<file path="config.mk">
export PLATFORM = sky130hd
export DESIGN_NAME = cpu_frame_redirect_rewrite
export DESIGN_NICKNAME = d
export VERILOG_FILES = /design/src/design/redirect_cfg_mem.v /design/src/design/cpu_frame_redirect_rewrite.v
export VERILOG_INCLUDE_DIRS = /design/src /design/src/design
export SDC_FILE = /design/constraint.sdc
export NUM_CORES = 1
export LEC_CHECK = 0
export BUFFER_PORTS_ARGS = -buffer_cell sky130_fd_sc_hd__buf_2
export CAP_MARGIN = 20
export CORE_ASPECT_RATIO = 2
export CORE_UTILIZATION = 38
export DETAILED_ROUTE_END_ITERATION = 10
export PLACE_DENSITY = 0.54
export SYNTH_ARGS = -nofsm -noshare
export SYNTH_HDL_FRONTEND = slang
export SYNTH_SLANG_ARGS = --single-unit
</file>
<file path="constraint.sdc">
create_clock -name clk_sys_i -period 6.9 [get_ports clk_sys_i]
set_input_delay 1.38 -clock clk_sys_i [delete_from_list [all_inputs] [get_ports clk_sys_i]]
set_output_delay 1.38 -clock clk_sys_i [all_outputs]
set_load 0.01 [all_outputs]
</file>
<file path="src/design/redirect_map.vh">
`ifndef REDIRECT_MAP_VH
`define REDIRECT_MAP_VH
// register byte offsets
`define RM_CTRL        8'h00
`define RM_STATUS      8'h04
`define RM_COUNT       8'h08
`define RM_PORT_STACK  8'h10
`define RM_PORT_KEEP   8'h14
`define RM_TAG0        8'h20
`define RM_TAG1        8'h24
`define RM_QCFG_BASE   8'h40
`define RM_QCFG_MASK   8'hE0
// sizes
`define RM_NQ          8
`define RM_QW          3
`define RM_NPORT       16
`define RM_PW          4
// queue config word fields
`define QC_KEEP_LO     0
`define QC_KEEP_HI     1
`define QC_NOREW       2
`define QC_TSEL_LO     3
`define QC_TSEL_HI     4
`define QC_FWD_LO      5
`define QC_FWD_HI      7
`define QC_DPORT_LO    8
`define QC_DPORT_HI    11
`define QC_DUNIT_LO    12
`define QC_DUNIT_HI    16
`define QC_COPY        17
`define QC_WIDTH       18
// tag config word fields
`define TG_VID_LO      0
`define TG_VID_HI      11
`define TG_DEI         12
`define TG_PCPV_LO     13
`define TG_PCPV_HI     15
`define TG_PCPS_LO     16
`define TG_PCPS_HI     17
`define TG_TPID_LO     18
`define TG_TPID_HI     19
`define TG_WIDTH       20
// tag select codes
`define TSEL_NONE      2'h0
`define TSEL_ONE       2'h1
`define TSEL_TWO       2'h2
// reset values
`define RM_CTRL_RST    1'h1
`define RM_TAG_RST     20'h00000
`define RM_PORT_RST    16'h0000
`endif

</file>
<file path="src/design/redirect_cfg_mem.v">
`timescale 1ns/10ps
`default_nettype none
`include "redirect_map.vh"
module redirect_cfg_mem (
	input  wire                    clk_sys_i,
	input  wire                    ce_i,
	input  wire                    wr_en_i,
	input  wire [`RM_QW-1:0]       wr_addr_i,
	input  wire [`QC_WIDTH-1:0]    wr_data_i,
	input  wire [`RM_QW-1:0]       rd_addr_i,
	output reg  [`QC_WIDTH-1:0]    rd_data_o
);
	reg [`QC_WIDTH-1:0] mem [0:`RM_NQ-1];

	always @(posedge clk_sys_i) begin
		if (ce_i) begin
			if (wr_en_i) begin
				mem[wr_addr_i] <= wr_data_i;
			end
			rd_data_o <= mem[rd_addr_i];
		end
	end
endmodule // redirect_cfg_mem
`default_nettype wire

</file>
<file path="src/design/cpu_frame_redirect_rewrite.v">
// Register access over Avalon-MM and the placing of the registers were chosen for this implementation.
`timescale 1ns/10ps
`default_nettype none
`include "redirect_map.vh"
module cpu_frame_redirect_rewrite (
	input  wire                    clk_sys_i,
	input  wire                    rst_i,
	input  wire                    ce_i,
	input  wire [7:0]              avm_address_i,
	input  wire                    avm_read_i,
	input  wire                    avm_write_i,
	input  wire [31:0]             avm_writedata_i,
	output reg  [31:0]             avm_readdata_o,
	output reg                     avm_waitrequest_o,
	input  wire                    desc_valid_i,
	input  wire [`RM_NQ-1:0]       desc_cpu_mask_i,
	input  wire [`RM_PW-1:0]       desc_port_i,
	output reg                     desc_ready_o,
	output reg                     res_valid_o,
	input  wire                    res_ready_i,
	output reg  [`RM_PW-1:0]       res_port_o,
	output reg                     res_redirect_o,
	output reg                     res_to_cpu_o,
	output reg                     res_stack_hdr_o,
	output reg                     res_keep_hdr_o,
	output reg                     res_no_rewrite_o,
	output reg  [1:0]              res_tag_count_o,
	output reg  [`TG_WIDTH-1:0]    res_outer_tag_o,
	output reg  [`TG_WIDTH-1:0]    res_inner_tag_o,
	output reg                     res_stack_tag_ovr_o,
	output reg  [`TG_WIDTH-1:0]    res_stack_tag_o,
	output reg  [2:0]              res_fwd_mode_o,
	output reg  [3:0]              res_dest_port_o,
	output reg  [4:0]              res_dest_unit_o
);
	localparam [2:0] ST_IDLE = 3'b001;
	localparam [2:0] ST_LOOK = 3'b010;
	localparam [2:0] ST_OUT  = 3'b100;

	// highest-numbered set bit of the cpu queue mask
	function [`RM_QW-1:0] top_queue;
		input [`RM_NQ-1:0] m;
		integer i;
		begin
			top_queue = {`RM_QW{1'b0}};
			for (i = 0; i < `RM_NQ; i = i + 1) begin
				if (m[i]) begin
					top_queue = i[`RM_QW-1:0];
				end
			end
		end
	endfunction

	function is_qcfg;
		input [7:0] a;
		begin
			is_qcfg = (a & `RM_QCFG_MASK) == `RM_QCFG_BASE;
		end
	endfunction

	reg  [2:0]              state;
	reg                     ctrl_enable;
	reg  [`RM_NPORT-1:0]    port_stack;
	reg  [`RM_NPORT-1:0]    port_keep;
	reg  [`TG_WIDTH-1:0]    tag0;
	reg  [`TG_WIDTH-1:0]    tag1;
	reg  [31:0]             redirect_count;
	reg  [`RM_NQ-1:0]       lat_mask;
	reg  [`RM_PW-1:0]       lat_port;
	reg                     bus_rd_pend;
	wire [`QC_WIDTH-1:0]    cfg_q;
	wire                    take;
	wire                    bus_req;
	wire                    bus_start;
	wire                    bus_mem_rd;
	wire                    bus_ack;
	wire                    mem_wr;
	wire [`RM_QW-1:0]       mem_rd_addr;
	reg  [31:0]             next_rdata;

	assign take = state[0] & desc_ready_o & desc_valid_i;
	assign bus_req = (avm_read_i | avm_write_i) & avm_waitrequest_o;
	assign bus_start = bus_req & ~bus_rd_pend;
	// acknowledge edge: request still up while waitrequest is low
	assign bus_ack = (avm_read_i | avm_write_i) & ~avm_waitrequest_o;
	assign bus_mem_rd = bus_start & avm_read_i & is_qcfg(avm_address_i) & ~take;
	assign mem_wr = bus_ack & avm_write_i & is_qcfg(avm_address_i);
	assign mem_rd_addr = take ? top_queue(desc_cpu_mask_i) :
		avm_address_i[`RM_QW+1:2];

	// one config word per cpu queue
	redirect_cfg_mem u_cfg (
		.clk_sys_i (clk_sys_i),
		.ce_i      (ce_i),
		.wr_en_i   (mem_wr),
		.wr_addr_i (avm_address_i[`RM_QW+1:2]),
		.wr_data_i (avm_writedata_i[`QC_WIDTH-1:0]),
		.rd_addr_i (mem_rd_addr),
		.rd_data_o (cfg_q)
	);

	always @* begin
		next_rdata = 32'h00000000;
		case (avm_address_i)
			`RM_CTRL: begin
				next_rdata[0] = ctrl_enable;
			end
			`RM_STATUS: begin
				next_rdata[2:0] = state;
			end
			`RM_COUNT: begin
				next_rdata = redirect_count;
			end
			`RM_PORT_STACK: begin
				next_rdata[`RM_NPORT-1:0] = port_stack;
			end
			`RM_PORT_KEEP: begin
				next_rdata[`RM_NPORT-1:0] = port_keep;
			end
			`RM_TAG0: begin
				next_rdata[`TG_WIDTH-1:0] = tag0;
			end
			`RM_TAG1: begin
				next_rdata[`TG_WIDTH-1:0] = tag1;
			end
			default: begin
				next_rdata = 32'h00000000;
			end
		endcase
	end

	// bus slave: writes land on the acknowledge edge
	always @(posedge clk_sys_i or posedge rst_i) begin
		if (rst_i) begin
			avm_waitrequest_o <= 1'b1;
			avm_readdata_o    <= 32'h00000000;
			bus_rd_pend       <= 1'b0;
			ctrl_enable       <= `RM_CTRL_RST;
			port_stack        <= `RM_PORT_RST;
			port_keep         <= `RM_PORT_RST;
			tag0              <= `RM_TAG_RST;
			tag1              <= `RM_TAG_RST;
		end else if (ce_i) begin
			avm_waitrequest_o <= 1'b1;
			if (bus_rd_pend) begin
				bus_rd_pend       <= 1'b0;
				avm_readdata_o    <= {{(32-`QC_WIDTH){1'b0}}, cfg_q};
				avm_waitrequest_o <= 1'b0;
			end else if (bus_ack) begin
				avm_waitrequest_o <= 1'b1;
			end else if (bus_start & avm_read_i) begin
				if (is_qcfg(avm_address_i)) begin
					bus_rd_pend <= bus_mem_rd;
				end else begin
					avm_readdata_o    <= next_rdata;
					avm_waitrequest_o <= 1'b0;
				end
			end else if (bus_start & avm_write_i) begin
				avm_waitrequest_o <= 1'b0;
			end
			if (bus_ack & avm_write_i) begin
				case (avm_address_i)
					`RM_CTRL: begin
						ctrl_enable <= avm_writedata_i[0];
					end
					`RM_PORT_STACK: begin
						port_stack <= avm_writedata_i[`RM_NPORT-1:0];
					end
					`RM_PORT_KEEP: begin
						port_keep <= avm_writedata_i[`RM_NPORT-1:0];
					end
					`RM_TAG0: begin
						tag0 <= avm_writedata_i[`TG_WIDTH-1:0];
					end
					`RM_TAG1: begin
						tag1 <= avm_writedata_i[`TG_WIDTH-1:0];
					end
					default: begin
						ctrl_enable <= ctrl_enable;
					end
				endcase
			end
		end
	end

	// rewrite decision for the looked-up queue
	wire       on_stack  = port_stack[lat_port];
	wire       mask_any  = |lat_mask;
	wire       redirect  = mask_any & cfg_q[`QC_COPY] & ctrl_enable;
	wire [1:0] keep_sel  = cfg_q[`QC_KEEP_HI:`QC_KEEP_LO];
	wire [1:0] tag_sel   = cfg_q[`QC_TSEL_HI:`QC_TSEL_LO];
	wire       keep_eff  = (keep_sel != 2'h0) & ~port_keep[lat_port] & ~on_stack;
	wire       front_rw  = redirect & ~on_stack & ~keep_eff;

	always @(posedge clk_sys_i or posedge rst_i) begin
		if (rst_i) begin
			state               <= ST_IDLE;
			desc_ready_o        <= 1'b1;
			lat_mask            <= {`RM_NQ{1'b0}};
			lat_port            <= {`RM_PW{1'b0}};
			redirect_count      <= 32'h00000000;
			res_valid_o         <= 1'b0;
			res_port_o          <= {`RM_PW{1'b0}};
			res_redirect_o      <= 1'b0;
			res_to_cpu_o        <= 1'b0;
			res_stack_hdr_o     <= 1'b0;
			res_keep_hdr_o      <= 1'b0;
			res_no_rewrite_o    <= 1'b0;
			res_tag_count_o     <= 2'h0;
			res_outer_tag_o     <= `RM_TAG_RST;
			res_inner_tag_o     <= `RM_TAG_RST;
			res_stack_tag_ovr_o <= 1'b0;
			res_stack_tag_o     <= `RM_TAG_RST;
			res_fwd_mode_o      <= 3'h0;
			res_dest_port_o     <= 4'h0;
			res_dest_unit_o     <= 5'h00;
		end else if (ce_i) begin
			case (state)
				ST_IDLE: begin
					if (take) begin
						lat_mask     <= desc_cpu_mask_i;
						lat_port     <= desc_port_i;
						desc_ready_o <= 1'b0;
						state        <= ST_LOOK;
					end
				end
				ST_LOOK: begin
					res_valid_o      <= 1'b1;
					res_port_o       <= lat_port;
					res_redirect_o   <= redirect;
					res_to_cpu_o     <= mask_any & ~redirect;
					res_stack_hdr_o  <= on_stack;
					res_keep_hdr_o   <= redirect & keep_eff;
					res_no_rewrite_o <= redirect & ~on_stack &
						(keep_eff | cfg_q[`QC_NOREW]);
					res_tag_count_o  <= 2'h0;
					res_outer_tag_o  <= tag0;
					res_inner_tag_o  <= tag1;
					if (front_rw && tag_sel == `TSEL_ONE) begin
						res_tag_count_o <= 2'h1;
					end
					if (front_rw && tag_sel == `TSEL_TWO) begin
						res_tag_count_o <= 2'h2;
					end
					res_stack_tag_ovr_o <= redirect & on_stack &
						(tag_sel != `TSEL_NONE);
					res_stack_tag_o  <= tag0;
					res_fwd_mode_o   <= cfg_q[`QC_FWD_HI:`QC_FWD_LO];
					res_dest_port_o  <= cfg_q[`QC_DPORT_HI:`QC_DPORT_LO];
					res_dest_unit_o  <= cfg_q[`QC_DUNIT_HI:`QC_DUNIT_LO];
					if (redirect) begin
						redirect_count <= redirect_count + 32'h00000001;
					end
					state <= ST_OUT;
				end
				ST_OUT: begin
					if (res_ready_i) begin
						res_valid_o  <= 1'b0;
						desc_ready_o <= 1'b1;
						state        <= ST_IDLE;
					end
				end
				default: begin
					res_valid_o  <= 1'b0;
					desc_ready_o <= 1'b1;
					state        <= ST_IDLE;
				end
			endcase
		end
	end
endmodule // cpu_frame_redirect_rewrite
`default_nettype wire

</file>
==> metrics list, run 1 <==
- Final weighted congestion of routability-driven global placement: 0.824
* Drt first pass iters: 7
- Worst-case setup margin in the final layout: 3320 ps
* Post-cts hold buffer count: 0
- Remaining DRCs: 0
* Crit path capture type: register
* Cell taking the most area after synthesis: dfrtp_1
* Number of distinct library cells after synthesis: 59
- Worst EP required: 7330 ps
- Hold Path Class: reg2reg
- The area growth from synthesis to layout is 16.0%.
- Hold timing on the final database bottoms out at a slack of 468 ps.
- Wire length of the first global-routing pass: 69.4 mm
- Sequential cells account for 48.8% of the total power.
* Switching share of total power: 26.7%
- Final setup violation count: 0
- The via count of the first global-routing pass came to 11130.
- The share of total power dissipated in the clock network is 38.1%.
* Sw power: 1.48 mW
- Row generation in the floorplan step produced 106 rows.
- Layout net count: 1526
* Number of flops mapped to enable cells by yosys: 162
- Static leakage: 8.23 nW
* Synthesized cell area: 0.0160 sq mm
* Boundary Pins: 178
* Residual overflow from global routing: 0
- In the final layout, the share of cells above drive strength 1 is 24.9%.
- The number of antenna violations at the first check in global routing came to 2.
- Multi-input logic area: 0.00520 sq mm
* H-tree levels: 2
- Gates resized during post-CTS repair numbered 0.
- Detailed-placement wirelength estimate: 31.8 mm
- Shortest clock period the worst path allows after layout: 3580 ps
- Slew Limit Fails: 0
- Synthesis produced a netlist whose cell count is 1327.
* Aggregate global-route resource usage: 21.7%
- Total clock buffers created by CTS: 36
- CTS root buffer: clkbuf_16
- Max Freq: 279 MHz
- The worst setup path is launched from a primary input.
- Result of the run: finished clean
* TNS Setup: 0 ps
* Full die area: 0.0430 sq mm
* Final-layout fill cell count: 3954
* Total number of vias: 10822
* TritonCTS clock tree: done
- Number of routed nets with antenna violations: 0
* Internal Power: 4.06 mW
- Clock edge transition at the registers on the reported setup and hold paths: 70 ps
- Dividing the detail-routed via count by the number of cells gives 5.32.
* Instance area after placement: 0.0173 sq mm
- The floorplan step set the die width to 147 um.
* Critical Setup Path Class: in2reg
- Entering global routing, the biggest net connects 133 pins.
- DRC marker count from the first detailed-route iteration: 549
- Critical-path maximum fanout: 20
- After routing the design area is 0.0186 sq mm.
- The average instance in the mapped netlist occupies 12.1 sq um.
- Sorting the synthesized cells by how often they occur yields nand2_1, dfrtp_1, edfxtp_1.
- For this run, the number of Yosys warnings is 0.
- The total count of hold-check failures in the final report came to 0.
- Power Dens Cells: 298 mW/mm^2
- Counting every net in the synthesized netlist gives 1387.
- Synthesis inferred 382 register bits.
* Most used DFF post-synth: dfrtp_1
- Logic gate share of total power: 13.1%
- Measured against its own limit, the worst slew margin works out to 29.8%.
- Sequential standard cell area: 0.0104 sq mm
- OpenSTA, run right after detailed placement, puts the worst setup slack at 2800 ps.
- Height of the die: 292 um
* RSZ-0062 raised after global routing: false
* Clock Sinks: 382
- Number of buffers inserted to repair setup after CTS: 0
- For this run, the register share of the synthesized area comes to 64.8%.
- After synthesis, the share of flip-flops with an asynchronous set or reset is 57.6%.
* Share of the synthesized area in the top cell type: 33.8%
- Port bufs: 165
- In the final routed layout, each cell accounts on average for 22.6 um.
* Clock tree buffer depth: 3
- Count leader, synth: nand2_1
- Across the VDD grid, the largest voltage drop is 0.000134 V.
- By area the synthesized netlist is led by dfrtp_1, edfxtp_1, nand2_1.
- The clock reaches the later pin of the worst-skew pair after 530 ps.
* Transition time at the pin with the least slew margin: 1040 ps
- Final period utilization: 51.9%
- Number of max-cap violations: 0
- The total area inside the core boundary comes to 0.0416 sq mm.
- Data arrival time at the worst-slack endpoint: 4010 ps
* Total Wirelength: 45.9 mm
* Setup Skew: 16.7 ps
- The initial utilization of the core area, before any placement, comes to 38.5%.
layout make-up:
class	count	area share, %
clock inverters	17	1.30
well taps	540	3.64
repair buffers	190	5.52
clock buffers	47	5.40
multi-input cells	842	28.0
flip-flops and latches	382	55.8
inverters	14	0.303
diodes	2	0.0269
critical path, stage by stage:
cell	delay, ps
buf_2	180
nor4_1	750
and3_1	830
o21ai_0	560
o21ai_0	300
power by group through the flow:
| stage | Clock, mW | Combinational [mW] | Sequential [mW] |
|---|---|---|---|
| floorplan | 0 | 0.478 | 2.69 |
| global placement | 0 | 0.729 | 2.75 |
| detailed placement | 0 | 0.740 | 2.75 |
| CTS | 2.17 | 0.742 | 2.70 |
| global route | 2.24 | 0.806 | 2.72 |
| finish | 2.11 | 0.727 | 2.70 |
registers in the layout, indices dropped and copies added (netlist names), 2 cells and up:
register / flops
res_stack_tag_o: 20
res_port_o: 4
u_cfg.rd_data_o: 18
tag0: 20
port_keep: 16
avm_readdata_o: 32
res_tag_count_o: 2
res_fwd_mode_o: 3
state: 3
res_dest_unit_o: 5
res_dest_port_o: 4
port_stack: 16
u_cfg.mem: 144
lat_mask: 8
tag1: 20
redirect_count: 32
res_inner_tag_o: 20
lat_port: 4
path summary, 6_finish.rpt:
check / start / end / slack, ps / cells after the start
setup / recovery: avm_address_i[4] / avm_readdata_o[16]$_DFFE_PP0P_ / 3320 / 5
hold / removal: redirect_count[31]$_DFFE_PP0P_ / redirect_count[31]$_DFFE_PP0P_ / 470 / 1
setup reg to reg: state[0]$_DFFE_PP1P_ / u_cfg.rd_data_o[16]$_DFFE_PP_ / 3960 / 7
hold reg to reg: redirect_count[31]$_DFFE_PP0P_ / redirect_count[31]$_DFFE_PP0P_ / 470 / 1
max in group asynchronous: rst_i / port_keep[13]$_DFFE_PP0P_ / 4640 / 3
min in group asynchronous: rst_i / res_no_rewrite_o$_DFFE_PP0P_ / 1010 / 2
cells by family (layout without fill, tap and decap cells):
logic type      after synthesis  after routing  share of synthesized area, %
simple gates                487            487                          13.3
flops                       382            382                          64.8
compound gates              212            212                          8.70
mux                         111            111                          8.27
buf+inv                     103            268                          3.12
xor+xnor                     31             31                          1.74
fa+ha+maj                     1              1                        0.0781
other cells                   0              2                             0
layer usage:
| metal | vias up | track usage [%] | part of all wire, % |
|---|---|---|---|
| met5 | - | 0 | 0 |
| met4 | 0 | 11.8 | 5.4 |
| met3 | 97 | 2.21 | 3.0 |
| met2 | 259 | 40.8 | 55 |
| met1 | 5488 | 23.6 | 36 |
| li1 | 4978 | - | - |
metrics by stage:
step,instances,utilization (%),power [mW]
after floorplan,1327,-,3.16
after global placement,1968,41.6,3.48
after detailed placement,1968,41.6,3.49
after CTS,2032,44.6,5.62
after global routing,2034,44.6,5.76
final,2034,44.6,5.54
placed cells by master, fill, tap and decap left out, types with 5 or more instances in the layout:
cell type	count
a21oi_1	96
a221oi_1	11
a22o_1	22
a22oi_1	14
and3_1	12
buf_2	165
buf_4	24
bufinv_16	6
clkbuf_1	6
clkbuf_16	37
dfrtp_1	216
edfxtp_1	162
inv_1	13
mux2_2	90
mux2i_1	13
mux4_2	8
nand2_1	347
nand3_1	12
nand4_1	13
nor2_1	40
nor2b_1	6
nor3_1	6
nor3_2	8
o211ai_1	5
o21ai_0	25
o22ai_1	9
o31ai_1	5
or4_1	19
xnor2_1	24
xor2_1	6
Note: power is estimated with default switching activity, not from simulation.
==> run 2, diff against run 1 <==
--- a/config.mk
+++ b/config.mk
@@ -11,7 +11,7 @@
 export CORE_ASPECT_RATIO = 2
 export CORE_UTILIZATION = 38
 export DETAILED_ROUTE_END_ITERATION = 10
-export PLACE_DENSITY = 0.54
+export PLACE_DENSITY = 0.52
 export SYNTH_ARGS = -nofsm -noshare
 export SYNTH_HDL_FRONTEND = slang
 export SYNTH_SLANG_ARGS = --single-unit
==> constraint.sdc (replaced) <==
create_clock -name clk_sys_i -period 3.44 [get_ports clk_sys_i]
set_input_delay 0.688 -clock clk_sys_i [delete_from_list [all_inputs] [get_ports clk_sys_i]]
set_output_delay 0.688 -clock clk_sys_i [all_outputs]
set_load 0.01 [all_outputs]
==> run 2 against run 1 <==
Net effect:
- sequential share of layout area fell by 0.34 points
- register-to-register slack got worse by 3000 ps
- highest routed layer unchanged
- count of clock-buffer cells in the layout fell by 2
- core utilization rose by 0.27 points
- cell area rose by 0.61%
- setup slack got worse by 2400 ps
- clock power rose by 90%
- first-iteration DRC count fell by 18%
- worst hold slack got worse by 260 ps
- critical path type is now reg2reg
- sequential power rose by 100%
- largest power group unchanged
- clock skew fell by 6.1 ps
==> metrics list, run 2 (synthesis gave the netlist of run 1 again) <==
* Result of the run: finished clean
- The combinational share of power was 13.8% (+0.7 points).
- Registers with the highest flip-flop counts: u_cfg.mem: 144 flops, avm_readdata_o: 32 flops, redirect_count: 32 flops
- Remaining DRCs: 0 (unchanged)
* Total clock buffers created by CTS: 35 (-2.8%)
- DRC marker count from the first detailed-route iteration: 452 (-18%)
- The die area is 0.0430 sq mm (unchanged).
- Startpoint types: register
- The worst reg-to-reg setup slack was 920 ps (-3040 ps).
* Core area: 0.0416 sq mm (unchanged)
* Hold Path Class: in2async
- Internal Power: 8.00 mW (+97%)
- Aggregate global-route resource usage: 22.0% (+0.29 points)
* Via count of the first global-routing pass: 11264 (+1.2%)
* Wire length of the first global-routing pass: 69.9 mm (+0.74%)
- The number of flip-flops under the largest register name is 144 (unchanged).
* Max_slew headroom: 38.8% (+9.0 points)
- The count of final setup violators came to 0 (unchanged).
- The data required time of the worst path is 3860 ps (-3470 ps).
- H-tree levels: 2 (unchanged)
- Crit path capture type: register
* Register ranked first by flip-flop count: u_cfg.mem
* Shortest clock period the worst path allows after layout: 2520 ps
* Total Wirelength: 46.6 mm (+1.6%)
* Clk pwr share: 36.5% (-1.6 points)
* Data arrival time at the worst-slack endpoint: 2950 ps (-1060 ps)
- The worst hold-check slack was 211 ps (-257 ps).
- The residual antenna-violating net count after detailed routing is 0 (unchanged).
* CTS root buffer: clkbuf_16
- The placer congestion estimate was 0.833 (+0.99%).
* Num rows: 106 (unchanged)
* Drt first pass iters: 5 (-2)
* Overall Power: 11.0 mW (+98%)
- Sequential standard cell area: 0.0104 sq mm (unchanged)
- Number of max-cap violations: 0 (unchanged)
- Instance area after placement: 0.0175 sq mm (+1.2%)
* Number of hold-slack violations in the final timing report: 0 (unchanged)
* Starting density of the core: 38.5% (unchanged)
- Switching share of total power: 27.2% (+0.49 points)
* Post-cts hold buffer count: 0 (unchanged)
- Post-Route Utilization: 44.9% (+0.27 points)
- Power Dens Cells: 587 mW/mm^2 (+97%)
- Clock edge transition at the registers on the reported setup and hold paths: 70 ps (about the same)
- The post-route cell area came to 0.0187 sq mm (+0.61%).
- The post-CTS setup buffer count is 0 (unchanged).
- The leakage power total is 8.30 nW (+0.96%).
- The port buffer count is 165 (unchanged).
* Proportion of layout cells with a drive suffix above 1: 25.8% (+0.91 points)
- The slew of the pin with the lowest slew margin is 910 ps (-134 ps).
- RSZ-0062 raised after global routing: false
- Total number of vias: 10792 (-0.28%)
- Highest-count cells in the layout ignoring fill and taps: nand2_1, dfrtp_1, buf_2, edfxtp_1, a21oi_1
- The maximum clock path buffer count was 3 (unchanged).
- Post-CTS Resized: 0 (unchanged)
* Layout net count: 1545 (+1.2%)
- The max-slew violation count was 0 (unchanged).
- The sum of overflow across all layers after global routing is 0 (unchanged).
- The largest net degree at the start of global routing came to 77 (-42%).
- The number of I/O pins was 178 (unchanged).
- DR WL/cell: 22.7 um (+0.75%)
* Max Freq: 396 MHz
- The switching power was 2.98 mW (+100%).
* Critical Setup Path Class: reg2reg
- Multi-input logic area: 0.00520 sq mm (unchanged)
- Critical-path maximum fanout: 6 (-70%)
- The number of sinks on the clock net was 382 (unchanged).
* Most common library cell in the layout ignoring fill and taps: nand2_1
- Growth of design area from synthesis to finish: 16.8%
- Final-layout fill cell count: 3931 (-0.58%)
- Antenna violations before repair: 3 (+1)
* Worst skew pair latency: 530 ps (about the same)
* Via-per-instance ratio: 5.26 (-1.1%)
- R2r worst-path depth: 5 (-2)
- Share of total power in sequential cells: 49.6% (+0.8 points)
- Detailed-placement wirelength estimate: 33.2 mm (+4.5%)
- The die width came to 147 um (unchanged).
- Final period utilization: 73.3%
* TNS Setup: 0 ps (unchanged)
- The maximum vdd drop is 0.000264 V (+97%).
* Height of the die: 292 um (unchanged)
- TritonCTS built the clock tree.
- Setup Skew: 10.6 ps (-6.07 ps)
==> run 2: final timing paths <==
check,startpoint,end
worst max-delay path,lat_port[0]$_DFFE_PP0P_,res_tag_count_o[0]$_DFFE_PP0P_
worst min-delay path,rst_i,avm_readdata_o[31]$_DFFE_PP0P_
max in group asynchronous,rst_i,desc_ready_o$_DFFE_PP1P_
worst max register to register,lat_port[0]$_DFFE_PP0P_,res_tag_count_o[0]$_DFFE_PP0P_
worst min register to register,res_port_o[3]$_DFFE_PP0P_,res_port_o[3]$_DFFE_PP0P_
min in group clk_sys_i,desc_cpu_mask_i[0],lat_mask[0]$_DFFE_PP0P_
==> run 2: per-layer routing <==
metal / routed length [um] / up-vias / global-route usage [%]
met5: 0 / - / 0
li1: - / 4998 / -
met3: 1500 / 95 / 2.26
met4: 2220 / 0 / 10.8
met2: 26500 / 241 / 43.1
met1: 16400 / 5458 / 22.8
==> run 2: cell type report <==
cell class	count	share of cell area (%)
clock buffers	45	4.99
well taps	540	3.61
flip-flops and latches	382	55.5
multi-input cells	842	27.8
diodes	2	0.0268
inverters	14	0.301
repair buffers	210	6.62
clock inverters	16	1.14
==> run 2: power groups by stage <==
stage                     clock, mW  sequential [mW]  combinational (mW)
after floorplan                   0             5.39               0.959
after global placement            0             5.54                1.52
after detailed placement          0             5.55                1.54
after CTS                      4.11             5.45                1.55
after global routing           4.26             5.48                1.68
final                          4.01             5.45                1.52
==> run 2: per-stage QoR <==
step,std cells,setup slack (ps)
CTS,2049,861
global route,2051,792
floorplan,1327,-113
global placement,1988,508
detailed placement,1988,490
finish,2051,917
==> run 2: critical path: stages, from the launching register on <==
cell and delay, ps:
dfrtp_1 570, mux4_2 580, mux2_2 320, a211oi_2 550, nor2_1 110, a32o_1 280
==> run 3, diff against run 2 <==
==> constraint.sdc (replaced) <==
create_clock -name clk_sys_i -period 2.5 [get_ports clk_sys_i]
set_input_delay 0.5 -clock clk_sys_i [delete_from_list [all_inputs] [get_ports clk_sys_i]]
set_output_delay 0.5 -clock clk_sys_i [all_outputs]
set_load 0.01 [all_outputs]
==> run 3 against run 2 <==
Net effect:
- critical endpoint unchanged
- first-iteration DRC count up 20%
- global-route usage up 0.31 points
- largest cell class unchanged
- non-clock buffer count up 26
- sequential share of layout area down 1.1 points
- setup slack worse by 850 ps
- die area unchanged
- combinational power up 49%
- total power up 38%
- cell area up 2.1%
==> metrics list, run 3 (synthesis gave the netlist of run 1 again) <==
- The count of instances resized after the clock tree is built is 0 (unchanged).
- Registers with the highest flip-flop counts: u_cfg.mem: 144 flops, avm_readdata_o: 32 flops, redirect_count: 32 flops
* Clock edge transition at the registers on the reported setup and hold paths: 70 ps (about the same)
- Clock Sinks: 382 (unchanged)
* Max Freq: 411 MHz (+3.7%)
- The slew of the pin with the lowest slew margin is 811 ps (-98.4 ps).
- Max FFs per register: 144 (unchanged)
- The initial standard-cell utilization of the core was 38.5% (unchanged).
* Critical path cell sequence: mux4_2, mux2_2, a211oi_2, buf_4, nor2_1, a32o_1
- Worst EP required: 2920 ps (-940 ps)
- The post-CTS setup buffer count was 0 (unchanged).
- The post-placement cell area was 0.0179 sq mm (+2.2%).
- The worst path buffer plus inverter count is 1 (+1).
* Worst-case vdd ir drop: 0.000379 V (+43%)
- Setup Skew: 30.9 ps (+20.3 ps)
- The largest net degree at the start of global routing came to 115 (+49%).
- Residual overflow from global routing: 0 (unchanged)
* Register ranked first by flip-flop count: u_cfg.mem
- The cell internal power dissipation was 11.0 mW (+38%).
- Layout net count: 1571 (+1.7%)
* Slew Limit Fails: 0 (unchanged)
- The sequential standard cell area is 0.0104 sq mm (unchanged).
- The number of rows created at floorplan came to 106 (unchanged).
- Leaving out fill and tap cells, the most frequent cell in the layout is nand2_1.
* Growth of design area from synthesis to finish: 19.2%
- The count of unresolved DRC violations after routing was 0 (unchanged).
- Final setup violation count: 0 (unchanged)
- The layout filler cell count is 3869 (-1.6%).
* Boundary Pins: 178 (unchanged)
- Hold Path Class: in2async
- Final weighted congestion of routability-driven global placement: 0.818 (-1.8%)
* Highest-delay cell along the critical path: dfrtp_1
* Aggregate global-route resource usage: 22.3% (+0.31 points)
* Multi-input logic area: 0.00521 sq mm (+0.17%)
* Sw power: 4.16 mW (+39%)
* Max_slew headroom: 45.9% (+7.1 points)
- The floorplan core area came to 0.0416 sq mm (unchanged).
- The detailed-route wire length per cell is 22.7 um (about the same).
- The port buffer count is 165 (unchanged).
- Leaving out fill and tap cells, the most frequent cells in the layout are nand2_1, dfrtp_1, buf_2, edfxtp_1, a21oi_1.
- Switching share of total power: 27.4% (+0.21 points)
* Logic gate share of total power: 14.9% (+1.1 points)
* Number of max-cap violations: 0 (unchanged)
- Total clock buffers created by CTS: 35 (unchanged)
* Post-Route Hold Slack: 109 ps (-102 ps)
* Width of the die: 147 um (unchanged)
- The worst setup path is launched from a register.
- H-tree levels: 2 (unchanged)
- The total count of hold-check failures in the final report is 0 (unchanged).
* RSZ-0062 raised after global routing: false
* DRC marker count from the first detailed-route iteration: 543 (+20%)
* Critical-path maximum fanout: 6 (unchanged)
- The total iterations of the first detailed-routing run is 7 (+2).
- The post-route cell area was 0.0191 sq mm (+2.1%).
- Antenna violations before repair: 1 (-2)
* TritonCTS clock tree: done
- The leakage power total came to 8.48 nW (+2.2%).
- The number of antenna cells inserted is 0 (-2).
* Largest delay contributor family on the critical path: multiplexers
* Post-cts hold buffer count: 0 (unchanged)
* Stage delay of the slowest cell on the critical path: 620 ps (+40 ps)
- Via-per-instance ratio: 5.23 (-0.66%)
* Worst skew pair latency: 550 ps (+20 ps)
- The residual antenna-violating net count after detailed routing came to 0 (unchanged).
- Result of the run: finished clean
- The maximum clock path buffer count came to 3 (unchanged).
- Share of total power in sequential cells: 48.9% (-0.7 points)
* CTS root buffer: clkbuf_16
- Final period utilization: 97.3% (+24 points)
- Proportion of layout cells with a drive suffix above 1: 27.3% (+1.5 points)
- Via count of the first global-routing pass: 11278 (+0.12%)
- The portion of total power attributed to the clock network is 36.2% (-0.3 points).
- Full die area: 0.0430 sq mm (unchanged)
* Data arrival time at the worst-slack endpoint: 2860 ps (-90 ps)
- Shortest clock period the worst path allows after layout: 2430 ps (-89.3 ps)
- Total number of vias: 10841 (+0.45%)
- The height of the die is 292 um (unchanged).
- Total Wirelength: 47.1 mm (+1.0%)
- The setup path with the least slack is of type reg2reg.
- The overall power consumption came to 15.2 mW (+38%).
- Detailed-placement wirelength estimate: 33.3 mm (+0.19%)
- Power Dens Cells: 795 mW/mm^2 (+35%)
* Crit path capture type: register
- The global-route wire length before repair is 70.7 mm (+1.2%).
run 3: cell count changes in the layout (fill, tap and decap cells not counted), sizes merged:
| cell | before | now |
|---|---|---|
| diode | 2 | 0 |
| clkbuf | 45 | 46 |
| bufinv | 5 | 3 |
| buf | 210 | 236 |
run 3: final cells by class:
cell class / instances / share of cell area (%)
flip-flops and latches: 382 / 54.4
clock inverters: 14 / 0.846
repair buffers: 236 / 8.50
multi-input cells: 842 / 27.3
inverters: 14 / 0.295
clock buffers: 46 / 5.18
well taps: 540 / 3.54
run 3: path summary, 6_finish.rpt:
check	from	endpoint	slack (ps)	cells past startpoint
setup / recovery	lat_port[0]$_DFFE_PP0P_	res_tag_count_o[0]$_DFFE_PP0P_	70	6
hold / removal	rst_i	res_tag_count_o[1]$_DFFE_PP0P_	110	3
setup reg to reg	lat_port[0]$_DFFE_PP0P_	res_tag_count_o[0]$_DFFE_PP0P_	70	6
hold reg to reg	redirect_count[31]$_DFFE_PP0P_	redirect_count[31]$_DFFE_PP0P_	470	1
max in group asynchronous	rst_i	res_stack_tag_o[15]$_DFFE_PP0P_	1790	3
min in group clk_sys_i	desc_cpu_mask_i[0]	lat_mask[0]$_DFFE_PP0P_	200	2
run 3: power by group through the flow:
| stage | Clock [mW] | Sequential (mW) | Combinational [mW] |
|---|---|---|---|
| 2_1_floorplan | 0 | 7.41 | 1.32 |
| 4_1_cts | 5.61 | 7.43 | 2.30 |
| 6_report | 5.50 | 7.43 | 2.26 |
| 3_3_place_gp | 0 | 7.55 | 2.26 |
| 5_1_grt | 5.80 | 7.48 | 2.49 |
| 3_5_place_dp | 0 | 7.56 | 2.29 |
run 3: worst min-delay path, cell delays in order:
cell and delay [ps]:
buf_2 110, clkinvlp_4 100, buf_4 320
run 3: metal layers:
layer | wire length (um) | up-vias | global-route usage, %
li1 | - | 5061 | -
met1 | 16800 | 5471 | 23.4
met2 | 26900 | 223 | 43.5
met3 | 1250 | 86 | 1.98
met4 | 2190 | 0 | 11.0
met5 | 0 | - | 0
run 3: through the flow:
stage               util [%]  std cells  setup WS, ps  setup TNS, ps
floorplan                  -       1327          -865        -187960
global placement        43.1       2014          9.23              0
detailed placement      43.1       2014         -20.5          -55.0
CTS                     45.8       2074          70.1              0
global route            45.8       2074          28.4              0
finish                  45.8       2074          66.7              0
